File: src/rtl/cocd_pkg.sv
/*
 * cocd_pkg: shared types and constants of the opcode cycle decoder.
 * assumes: consumers import the whole package; no clock or reset here.
 */
package cocd_pkg;

    // widths
    localparam int CYC_W  = 6;
    localparam int LEN_W  = 3;
    localparam int CODE_W = 4;

    // instruction forms handled by the decoder
    typedef enum logic [3:0] {
        FORM_DECIMAL_ADD_RR,
        FORM_DECIMAL_SUB_RR,
        FORM_DECIMAL_SUB_BORROW_RR,
        FORM_DECIMAL_SUB_IMM,
        FORM_DECIMAL_SUB_BORROW_IMM,
        FORM_FRAME_ALLOC_IMM8,
        FORM_DECREMENT_OP_B,
        FORM_DECREMENT_OP_W,
        FORM_SIGNED_DIVIDE_IMM,
        FORM_SIGNED_DIVIDE_SRC,
        FORM_EXT_SIGN_DIVIDE_IMM,
        FORM_EXT_SIGN_DIVIDE_SRC,
        FORM_UNSIGNED_DIVIDE_IMM,
        FORM_UNSIGNED_DIVIDE_SRC,
        FORM_FRAME_RELEASE_RETURN,
        FORM_SIGN_EXTEND_OP_B
    } cocd_form_e;

    // operand kinds
    typedef enum logic [3:0] {
        OPK_NONE,
        OPK_DATA_REG,
        OPK_ADDR_REG,
        OPK_INDIRECT,
        OPK_DSP8_ADDR,
        OPK_DSP8_STATIC_BASE,
        OPK_DSP8_FRAME_BASE,
        OPK_DSP16_ADDR,
        OPK_DSP16_STATIC_BASE,
        OPK_ABS16,
        OPK_ACC_HIGH_BYTE,
        OPK_ACC_LOW_BYTE,
        OPK_AUX_LOW_BYTE
    } cocd_opk_e;

    typedef enum logic {
        ST_IDLE,
        ST_RUN
    } cocd_state_e;

    typedef struct packed {
        logic              valid;
        cocd_form_e        form;
        logic              size_w;
        logic [CODE_W-1:0] code;
    } cocd_req_s;

    typedef struct packed {
        cocd_opk_e  kind;
        logic [1:0] reg_sel;
        logic [1:0] ext_bytes;
    } cocd_opnd_s;

    typedef struct packed {
        cocd_form_e       form;
        cocd_opnd_s       opnd;
        logic [LEN_W-1:0] len;
        logic [CYC_W-1:0] cycles;
        logic             undef;
        logic             is_div;
    } cocd_dcd_s;

    // general operand field boundaries
    localparam logic [CODE_W-1:0] OPC_ADDR_FIRST   = 4'h4;
    localparam logic [CODE_W-1:0] OPC_IND_FIRST    = 4'h6;
    localparam logic [CODE_W-1:0] OPC_DSP8_FIRST   = 4'h8;
    localparam logic [CODE_W-1:0] OPC_DSP8_STATIC  = 4'hA;
    localparam logic [CODE_W-1:0] OPC_DSP8_FRAME   = 4'hB;
    localparam logic [CODE_W-1:0] OPC_DSP16_STATIC = 4'hE;
    localparam logic [CODE_W-1:0] OPC_ABS16        = 4'hF;
    // sign extension register codes
    localparam logic [CODE_W-1:0] OPC_ACC_LOW      = 4'h0;
    localparam logic [CODE_W-1:0] OPC_AUX_LOW      = 4'h2;
    // byte decrement destination codes
    localparam logic [2:0] DCC_ACC_HIGH     = 3'h3;
    localparam logic [2:0] DCC_ACC_LOW      = 3'h4;
    localparam logic [2:0] DCC_DSP8_STATIC  = 3'h5;
    localparam logic [2:0] DCC_DSP8_FRAME   = 3'h6;
    localparam logic [2:0] DCC_ABS16        = 3'h7;

    // byte lengths
    localparam logic [LEN_W-1:0] LEN_RR        = 3'h2;
    localparam logic [LEN_W-1:0] LEN_IMM8      = 3'h3;
    localparam logic [LEN_W-1:0] LEN_IMM16     = 3'h4;
    localparam logic [LEN_W-1:0] LEN_DECR_REG  = 3'h1;
    localparam logic [LEN_W-1:0] LEN_DECR_DSP  = 3'h2;
    localparam logic [LEN_W-1:0] LEN_DECR_ABS  = 3'h3;
    localparam logic [LEN_W-1:0] LEN_GEN_BASE  = 3'h2;
    localparam logic [LEN_W-1:0] LEN_DIV_IMM   = 3'h3;
    localparam logic [LEN_W-1:0] LEN_WORD_ADD  = 3'h1;
    localparam logic [LEN_W-1:0] LEN_EXIT      = 3'h2;

    // cycle counts
    localparam logic [CYC_W-1:0] CYC_DEC_ADD      = 6'h05;
    localparam logic [CYC_W-1:0] CYC_DEC_SUB      = 6'h04;
    localparam logic [CYC_W-1:0] CYC_FRAME_ALLOC  = 6'h04;
    localparam logic [CYC_W-1:0] CYC_DECR_REG     = 6'h01;
    localparam logic [CYC_W-1:0] CYC_DECR_MEM     = 6'h03;
    localparam logic [CYC_W-1:0] CYC_SDIV_REG     = 6'h16;
    localparam logic [CYC_W-1:0] CYC_SDIV_MEM     = 6'h18;
    localparam logic [CYC_W-1:0] CYC_SDIV_IMM     = 6'h16;
    localparam logic [CYC_W-1:0] CYC_SDIV_W_ADD   = 6'h06;
    localparam logic [CYC_W-1:0] CYC_UDIV_REG     = 6'h12;
    localparam logic [CYC_W-1:0] CYC_UDIV_MEM     = 6'h14;
    localparam logic [CYC_W-1:0] CYC_UDIV_IMM     = 6'h12;
    localparam logic [CYC_W-1:0] CYC_UDIV_W_ADD   = 6'h07;
    localparam logic [CYC_W-1:0] CYC_EXIT         = 6'h09;
    localparam logic [CYC_W-1:0] CYC_SEXT_REG     = 6'h03;
    localparam logic [CYC_W-1:0] CYC_SEXT_MEM     = 6'h05;

endpackage : cocd_pkg

File: src/rtl/cocd_operand_map.sv
/*
 * cocd_operand_map: decodes a 4-bit operand field into an operand kind.
 * assumes: purely combinational; the instantiating module registers it.
 */
`timescale 1ns/10ps
`default_nettype none

module cocd_operand_map #(
    parameter bit SIGN_EXT_MAP = 1'b0
) (
    input  wire logic [cocd_pkg::CODE_W-1:0] code_i,
    output cocd_pkg::cocd_opnd_s            opnd_o,
    output logic                            undef_o
);
    import cocd_pkg::*;

    always_comb
    begin
        opnd_o  = '{kind: OPK_NONE, reg_sel: 2'h0, ext_bytes: 2'h0};
        undef_o = 1'b0;
        if (code_i < OPC_ADDR_FIRST)
        begin
            opnd_o.kind    = OPK_DATA_REG;
            opnd_o.reg_sel = code_i[1:0];
        end
        else if (code_i < OPC_IND_FIRST)
        begin
            opnd_o.kind    = OPK_ADDR_REG;
            opnd_o.reg_sel = {1'b0, code_i[0]};
        end
        else if (code_i < OPC_DSP8_FIRST)
        begin
            opnd_o.kind    = OPK_INDIRECT;
            opnd_o.reg_sel = {1'b0, code_i[0]};
        end
        else if (code_i < OPC_DSP8_STATIC)
        begin
            opnd_o.kind      = OPK_DSP8_ADDR;
            opnd_o.reg_sel   = {1'b0, code_i[0]};
            opnd_o.ext_bytes = 2'h1;
        end
        else if (code_i == OPC_DSP8_STATIC)
        begin
            opnd_o.kind      = OPK_DSP8_STATIC_BASE;
            opnd_o.ext_bytes = 2'h1;
        end
        else if (code_i == OPC_DSP8_FRAME)
        begin
            opnd_o.kind      = OPK_DSP8_FRAME_BASE;
            opnd_o.ext_bytes = 2'h1;
        end
        else if (code_i < OPC_DSP16_STATIC)
        begin
            opnd_o.kind      = OPK_DSP16_ADDR;
            opnd_o.reg_sel   = {1'b0, code_i[0]};
            opnd_o.ext_bytes = 2'h2;
        end
        else if (code_i == OPC_DSP16_STATIC)
        begin
            opnd_o.kind      = OPK_DSP16_STATIC_BASE;
            opnd_o.ext_bytes = 2'h2;
        end
        else
        begin
            opnd_o.kind      = OPK_ABS16;
            opnd_o.ext_bytes = 2'h2;
        end

        // sign extension map: codes below 6 give one of two byte registers or undefined, rest as general
        if (SIGN_EXT_MAP && code_i < OPC_IND_FIRST)
        begin
            opnd_o.reg_sel = 2'h0;
            if (code_i == OPC_ACC_LOW)
                opnd_o.kind = OPK_ACC_LOW_BYTE;
            else if (code_i == OPC_AUX_LOW)
                opnd_o.kind = OPK_AUX_LOW_BYTE;
            else
            begin
                opnd_o.kind = OPK_NONE;
                undef_o     = 1'b1;
            end
        end
    end

endmodule : cocd_operand_map

`default_nettype wire

File: src/rtl/cocd_decoder.sv
/*
 * cocd_decoder: decodes forms of decimal, decrement, divide, frame and
 * sign extension instructions into operand, byte length and cycle count,
 * then paces execution with a cycle counter.
 * assumes: requests come from logic on core_clk_i; rst_i is synchronous.
 */
// Contract
// - decimal add register forms: 2 bytes, 5 cycles
// - decimal subtract register forms: 2 bytes, 4 cycles
// - word immediate decimal subtracts: 4 bytes, 4 cycles
// - frame alloc, byte immediate subtracts: 3/4
// - byte decrement 3-bit destination code map
// - byte decrement lengths: 1/1, 2/3, 3/3
// - general 4-bit operand field decode
// - byte signed divide: register 22, memory 24
// - word signed divides add 6 cycles
// - immediate signed divides 3/22, word +1/+6
// - immediate unsigned divide 3/18, word +1/+7
// - unsigned divide register 18, memory 20, word +7
// - divides may finish early
// - sign extend accepts only two byte registers
// - frame release and return: 2 bytes, 9 cycles
// - sign extend map codes 0000/0010, 0110 up general
`timescale 1ns/10ps
`default_nettype none

module cocd_decoder (
    input  wire logic                        core_clk_i,
    input  wire logic                        rst_i,
    input  wire cocd_pkg::cocd_req_s         req_i,
    input  wire logic                        early_stop_i,
    output logic                             busy_o,
    output logic                             accept_o,
    output logic                             done_o,
    output logic                             early_o,
    output cocd_pkg::cocd_dcd_s              dcd_o,
    output logic [cocd_pkg::CYC_W-1:0]       remain_o
);
    import cocd_pkg::*;

    typedef struct packed {
        cocd_state_e      st;
        logic [CYC_W-1:0] cnt;
        cocd_dcd_s        res;
        logic             accept;
        logic             done;
        logic             early;
    } cocd_state_s;

    cocd_state_s s_q;
    cocd_state_s s_d;
    cocd_opnd_s  gen_opnd;
    cocd_opnd_s  sext_opnd;
    logic        gen_undef;
    logic        sext_undef;
    cocd_dcd_s   dcd;
    logic        gen_mem;
    logic        sext_mem;

    // general operand field
    cocd_operand_map #(
        .SIGN_EXT_MAP (1'b0)
    ) u_gen_map (
        .code_i  (req_i.code),
        .opnd_o  (gen_opnd),
        .undef_o (gen_undef)
    );

    // sign extension operand field
    cocd_operand_map #(
        .SIGN_EXT_MAP (1'b1)
    ) u_sext_map (
        .code_i  (req_i.code),
        .opnd_o  (sext_opnd),
        .undef_o (sext_undef)
    );

    assign gen_mem  = (gen_opnd.kind != OPK_DATA_REG) &&
                      (gen_opnd.kind != OPK_ADDR_REG);
    assign sext_mem = (sext_opnd.kind != OPK_ACC_LOW_BYTE) &&
                      (sext_opnd.kind != OPK_AUX_LOW_BYTE) &&
                      (sext_opnd.kind != OPK_NONE);

    // decode of one request
    always_comb
    begin
        dcd        = '0;
        dcd.form   = req_i.form;
        dcd.opnd   = '{kind: OPK_NONE, reg_sel: 2'h0, ext_bytes: 2'h0};
        unique case (req_i.form)
            FORM_DECIMAL_ADD_RR:
            begin
                dcd.len    = LEN_RR;
                dcd.cycles = CYC_DEC_ADD;
            end
            FORM_DECIMAL_SUB_RR,
            FORM_DECIMAL_SUB_BORROW_RR:
            begin
                dcd.len    = LEN_RR;
                dcd.cycles = CYC_DEC_SUB;
            end
            FORM_DECIMAL_SUB_IMM,
            FORM_DECIMAL_SUB_BORROW_IMM:
            begin
                // word form carries a 16-bit immediate
                dcd.len    = req_i.size_w ? LEN_IMM16 : LEN_IMM8;
                dcd.cycles = CYC_DEC_SUB;
            end
            FORM_FRAME_ALLOC_IMM8:
            begin
                dcd.len    = LEN_IMM8;
                dcd.cycles = CYC_FRAME_ALLOC;
            end
            FORM_DECREMENT_OP_B:
            begin
                unique case (req_i.code[2:0])
                    DCC_ACC_HIGH:
                    begin
                        dcd.opnd.kind = OPK_ACC_HIGH_BYTE;
                        dcd.len       = LEN_DECR_REG;
                        dcd.cycles    = CYC_DECR_REG;
                    end
                    DCC_ACC_LOW:
                    begin
                        dcd.opnd.kind = OPK_ACC_LOW_BYTE;
                        dcd.len       = LEN_DECR_REG;
                        dcd.cycles    = CYC_DECR_REG;
                    end
                    DCC_DSP8_STATIC,
                    DCC_DSP8_FRAME:
                    begin
                        dcd.opnd.kind = (req_i.code[2:0] == DCC_DSP8_STATIC)
                                      ? OPK_DSP8_STATIC_BASE
                                      : OPK_DSP8_FRAME_BASE;
                        dcd.opnd.ext_bytes = 2'h1;
                        dcd.len       = LEN_DECR_DSP;
                        dcd.cycles    = CYC_DECR_MEM;
                    end
                    DCC_ABS16:
                    begin
                        dcd.opnd.kind      = OPK_ABS16;
                        dcd.opnd.ext_bytes = 2'h2;
                        dcd.len       = LEN_DECR_ABS;
                        dcd.cycles    = CYC_DECR_MEM;
                    end
                    default:
                    begin
                        // codes below the accumulator high byte select nothing
                        dcd.undef = 1'b1;
                    end
                endcase
            end
            FORM_DECREMENT_OP_W:
            begin
                dcd.opnd.kind    = OPK_ADDR_REG;
                dcd.opnd.reg_sel = {1'b0, req_i.code[0]};
                dcd.len          = LEN_DECR_REG;
                dcd.cycles       = CYC_DECR_REG;
            end
            FORM_SIGNED_DIVIDE_IMM,
            FORM_EXT_SIGN_DIVIDE_IMM:
            begin
                dcd.is_div = 1'b1;
                dcd.len    = req_i.size_w
                           ? 3'(LEN_DIV_IMM + LEN_WORD_ADD)
                           : LEN_DIV_IMM;
                dcd.cycles = req_i.size_w
                           ? 6'(CYC_SDIV_IMM + CYC_SDIV_W_ADD)
                           : CYC_SDIV_IMM;
            end
            FORM_UNSIGNED_DIVIDE_IMM:
            begin
                dcd.is_div = 1'b1;
                dcd.len    = req_i.size_w
                           ? 3'(LEN_DIV_IMM + LEN_WORD_ADD)
                           : LEN_DIV_IMM;
                dcd.cycles = req_i.size_w
                           ? 6'(CYC_UDIV_IMM + CYC_UDIV_W_ADD)
                           : CYC_UDIV_IMM;
            end
            FORM_SIGNED_DIVIDE_SRC,
            FORM_EXT_SIGN_DIVIDE_SRC:
            begin
                dcd.is_div = 1'b1;
                dcd.opnd   = gen_opnd;
                dcd.len    = 3'(LEN_GEN_BASE + {1'b0, gen_opnd.ext_bytes});
                dcd.cycles = gen_mem ? CYC_SDIV_MEM : CYC_SDIV_REG;
                if (req_i.size_w)
                    dcd.cycles = 6'(dcd.cycles + CYC_SDIV_W_ADD);
            end
            FORM_UNSIGNED_DIVIDE_SRC:
            begin
                dcd.is_div = 1'b1;
                dcd.opnd   = gen_opnd;
                dcd.len    = 3'(LEN_GEN_BASE + {1'b0, gen_opnd.ext_bytes});
                dcd.cycles = gen_mem ? CYC_UDIV_MEM : CYC_UDIV_REG;
                if (req_i.size_w)
                    dcd.cycles = 6'(dcd.cycles + CYC_UDIV_W_ADD);
            end
            FORM_FRAME_RELEASE_RETURN:
            begin
                dcd.len    = LEN_EXIT;
                dcd.cycles = CYC_EXIT;
            end
            FORM_SIGN_EXTEND_OP_B:
            begin
                dcd.opnd   = sext_opnd;
                dcd.undef  = sext_undef;
                dcd.len    = 3'(LEN_GEN_BASE + {1'b0, sext_opnd.ext_bytes});
                dcd.cycles = sext_mem ? CYC_SEXT_MEM : CYC_SEXT_REG;
            end
        endcase
        // an undefined instruction carries no length or timing
        if (dcd.undef)
        begin
            dcd.len    = '0;
            dcd.cycles = '0;
        end
    end

    // sequencing
    always_comb
    begin
        s_d        = s_q;
        s_d.accept = 1'b0;
        s_d.done   = 1'b0;
        unique case (s_q.st)
            ST_IDLE:
            begin
                if (req_i.valid)
                begin
                    s_d.res    = dcd;
                    s_d.accept = 1'b1;
                    s_d.early  = 1'b0;
                    if (dcd.undef)
                        s_d.done = 1'b1;
                    else
                    begin
                        s_d.st  = ST_RUN;
                        s_d.cnt = dcd.cycles;
                    end
                end
            end
            ST_RUN:
            begin
                if (s_q.res.is_div && early_stop_i && s_q.cnt != 6'h01)
                begin
                    s_d.st    = ST_IDLE;
                    s_d.cnt   = '0;
                    s_d.done  = 1'b1;
                    s_d.early = 1'b1;
                end
                else if (s_q.cnt == 6'h01)
                begin
                    s_d.st   = ST_IDLE;
                    s_d.cnt  = '0;
                    s_d.done = 1'b1;
                end
                else
                    s_d.cnt = 6'(s_q.cnt - 6'h01);
            end
        endcase
    end

    always_ff @(posedge core_clk_i)
    begin
        if (rst_i)
            s_q <= '{st: ST_IDLE, cnt: '0, res: '0,
                     accept: 1'b0, done: 1'b0, early: 1'b0};
        else
            s_q <= s_d;
    end

    assign busy_o   = (s_q.st == ST_RUN);
    assign accept_o = s_q.accept;
    assign done_o   = s_q.done;
    assign early_o  = s_q.early;
    assign dcd_o    = s_q.res;
    assign remain_o = s_q.cnt;

endmodule : cocd_decoder

`default_nettype wire

File: config.mk
export PLATFORM = sky130hd
export DESIGN_NAME = cocd_decoder
export DESIGN_NICKNAME = d
export VERILOG_FILES = /design/src/rtl/cocd_pkg.sv /design/src/rtl/cocd_operand_map.sv /design/src/rtl/cocd_decoder.sv
export SDC_FILE = /design/constraint.sdc
export NUM_CORES = 1
export LEC_CHECK = 0
export BUFFER_PORTS_ARGS = -buffer_cell sky130_fd_sc_hd__buf_4
export CAP_MARGIN = 20
export CORE_UTILIZATION = 35
export CTS_BUF_LIST = sky130_fd_sc_hd__clkbuf_16
export DETAILED_ROUTE_END_ITERATION = 8
export SETUP_SLACK_MARGIN = 0.02
export SYNTH_ARGS = -nofsm -noshare
export SYNTH_HDL_FRONTEND = slang
export SYNTH_SLANG_ARGS = --single-unit
File: constraint.sdc
create_clock -name core_clk_i -period 1.8 [get_ports core_clk_i]
set_input_delay 0.09 -clock core_clk_i [delete_from_list [all_inputs] [get_ports core_clk_i]]
set_output_delay 0.09 -clock core_clk_i [all_outputs]
set_load 0.1 [all_outputs]
==> results by group <==
CTS
  • CTS-repair resized insts: 0
  • Clk root buf: clkbuf_16
  • # H-tree levels: 2
  • Clk_lat worst skew: 0.27 ns
  • Num CTS Buffers: 5
  • Hold-fix buffers, CTS: 0
  • Post-CTS Setup Inserts: 0
  • CTS Sinks: 32
  • Clock tree from TritonCTS: done
  • Reg clk slew, reported paths: 0.06 ns
  • Clk buf depth: 2

Detailed routing
  • Vias: 1901
  • Starting DRT DRC Count: 91
  • DR pass1 iterations: 4
  • # DRC: 0
  • Routed wire per std cell: 14.2 um
  • Routed Antenna Nets: 0
  • WL final: 5080 um
  • Vias/cell: 5.32

Placed design
  • HPWL after detailed placement: 3610 um
  • PortBufs: 44
  • GP Congestion: 0.897
  • Post-place instance area: 2280 sq um
  • DP Worst Slack: 0.0970 ns

Global routing
  • Global-route wire length before repair: 8010 um
  • Initial antenna violation count: 0
  • Largest net degree at the start of global routing: 31
  • Total GRT Usage: 19.0%
  • Remaining global-route overflow: 0
  • Vias in the first global route: 1600

Synthesis
  • Ys async rst share: 0%
  • Mapped Avg Cell Area: 7.55 sq um
  • Flops & latches, synth: 32
  • Syn Inst Count: 246
  • Sequential element share of the synthesized area: 34.5%
  • Mapped cell area: 1860 sq um
  • Primary FF master, synth: dfxtp_1
  • Yosys warnings: 0
  • Syn_nets: 262
  • Synth cell types: 57
  • Number of flops mapped to enable cells by yosys: 0

Setup path
  • Critical Path AT: 1.89 ns
  • Critical path fanouts, max: 5
  • Crit path capture type: register
  • Crit start category: register
  • Critical path required time: 2.00 ns
  • Crit path launch: remain_o[1]
  • Setup Crit Path Kind: register to register
  • Source of the worst register-to-register timing path: remain_o[1]

Cells and area
  • Post-route cell area: 2450 sq um
  • FF+latch area: 666 sq um
  • Filler cells: 523
  • Multi-input gate area: 1100 sq um
  • Net count, final: 302
  • Layout cell share with drive strength beyond 1: 27.5%
  • N_diodes: 0
  • P&R area growth vs syn: 32.0%

Timing
  • Final setup vio count: 0
  • Final Hold Violating Endpoints: 0
  • Clk_skew: 0.00559 ns
  • Max Freq: 590 MHz
  • Crit path time final: 1.70 ns
  • Crit share post-route: 94.2%
  • Worst rel slew slack: 49.5%
  • Final worst setup slack: 0.105 ns
  • RSZ-0062 raised after global routing: false
  • Slew Viols, Final: 0
  • Tightest Pin Transition: 0.738 ns

Flow run
  • Max Cap Viol: 0

Floorplanning
  • Die H: 74.9 um
  • Core ar.: 5110 sq um
  • Num ports: 46
  • Initial Util: 36.4%
  • Die X: 74.9 um
  • FP Rows: 26
  • Die area: 5600 sq um

Outcome
  • Status: completed

Pwr
  • Psw: 949 uW
  • Worst VDD drop: 0.522 mV
  • Leak: 0.000998 uW
  • Comb pwr share: 32.2%
  • Flop pwr share: 31.9%
  • P_int: 1570 uW
  • Clock power share: 35.9%
  • Net Sw Frac: 37.6%
  • Pwr/cell area: 1030 nW/um^2

Hold path
  • Hold Crit Class: input port to register
  • Worst Hold Launch: req_i[6]
flip-flops by register name (all words and copies together), names as in the netlist:
| name | count |
|---|---|
| done_o | 1 |
| busy_o | 1 |
| accept_o | 1 |
| dcd_o | 22 |
| remain_o | 6 |
| early_o | 1 |
critical path: stages, from the launching register on:
cell      delay (ns)
dfxtp_4         0.36
inv_2           0.04
ha_2            0.16
a221o_2         0.40
nand2b_4        0.15
or4_1           0.39
a21oi_1         0.13
layer usage:
layer / GRT usage, % / vias up / part of all wire (%)
met4: 5.03 / 0 / 0.55
li1: - / 971 / -
met2: 29.5 / 60 / 46
met3: 4.15 / 2 / 5.1
met5: 0 / - / 0
met1: 26.7 / 868 / 49
power by group through the flow:
stage / sequential [uW] / combinational [uW] / clock [uW]
global placement: 820 / 800 / 0
floorplan: 1170 / 266 / 0
finish: 805 / 812 / 905
global route: 813 / 861 / 967
detailed placement: 820 / 801 / 0
CTS: 806 / 804 / 918
logic make-up after synthesis:
family / count (synthesis) / share of synthesized area [%]
adders and majority gates: 3 / 2.02
other: 1 / 0.202
xor gates and xnor gates: 2 / 0.943
DFF: 32 / 34.5
muxes: 2 / 1.08
AOI/OAI and AO/OA: 79 / 28.4
and+or+nand+nor: 98 / 26.5
buffers and inverters: 29 / 6.33
final cells by class:
| class | count | area share [%] |
|---|---|---|
| clock inverter | 2 | 0.459 |
| tap | 70 | 3.57 |
| sequential | 32 | 27.1 |
| multi-input combinational | 185 | 44.9 |
| timing repair buffer | 54 | 16.5 |
| inverter | 8 | 1.22 |
| clock buffer | 6 | 6.12 |
metrics by stage:
stage / hold WS (ns) / TNS (ns) / std cells / total power, uW / utilization (%)
final: 0.142 / 0 / 357 / 2520 / 48.0
after CTS: 0.139 / 0 / 355 / 2530 / 47.7
after detailed placement: 0.428 / 0 / 347 / 1620 / 44.6
after floorplan: 0.182 / -0.0725 / 246 / 1440 / -
after global placement: 0.425 / 0 / 347 / 1620 / 44.6
after global routing: 0.148 / 0 / 357 / 2640 / 48.0
placed cells by master, fill, tap and decap left out, types with 4 or more instances in the layout:
master / netlist / final
a21oi_1: 28 / 28
dfxtp_1: 32 / 24
nand2_1: 35 / 35
dfxtp_4: 0 / 6
nor2_1: 18 / 18
inv_1: 8 / 7
nand2b_1: 6 / 6
o21ai_0: 14 / 14
nor3_1: 9 / 9
buf_4: 1 / 54
a31oi_1: 4 / 4
clkbuf_16: 0 / 6
nand3_1: 7 / 7
Yosys cell counts, drive strengths merged, types with 3 or more instances:
cell    instances  area [sq um]
a21oi          28           140
a31oi           5          46.3
buf             9          42.5
clkbuf         12          45.0
dfxtp          32           641
ha              3          37.5
inv             8          30.0
nand2          35           131
nand2b          7          51.3
nand3           7          35.0
nor2           18          67.6
nor2b           3          18.8
nor3            9          45.0
o21ai          14          70.1
o22ai           3          18.8
or4             3          22.5
path summary, 6_finish.rpt:
path | end | slack, ns | depth (start not counted)
setup / recovery | remain_o[5] | 0.10 | 6
hold / removal | dcd_o[20] | 0.14 | 3
setup reg to reg | remain_o[5] | 0.10 | 6
hold reg to reg | dcd_o[4] | 0.45 | 2
No activity file was read; power rests on OpenSTA's default activity.
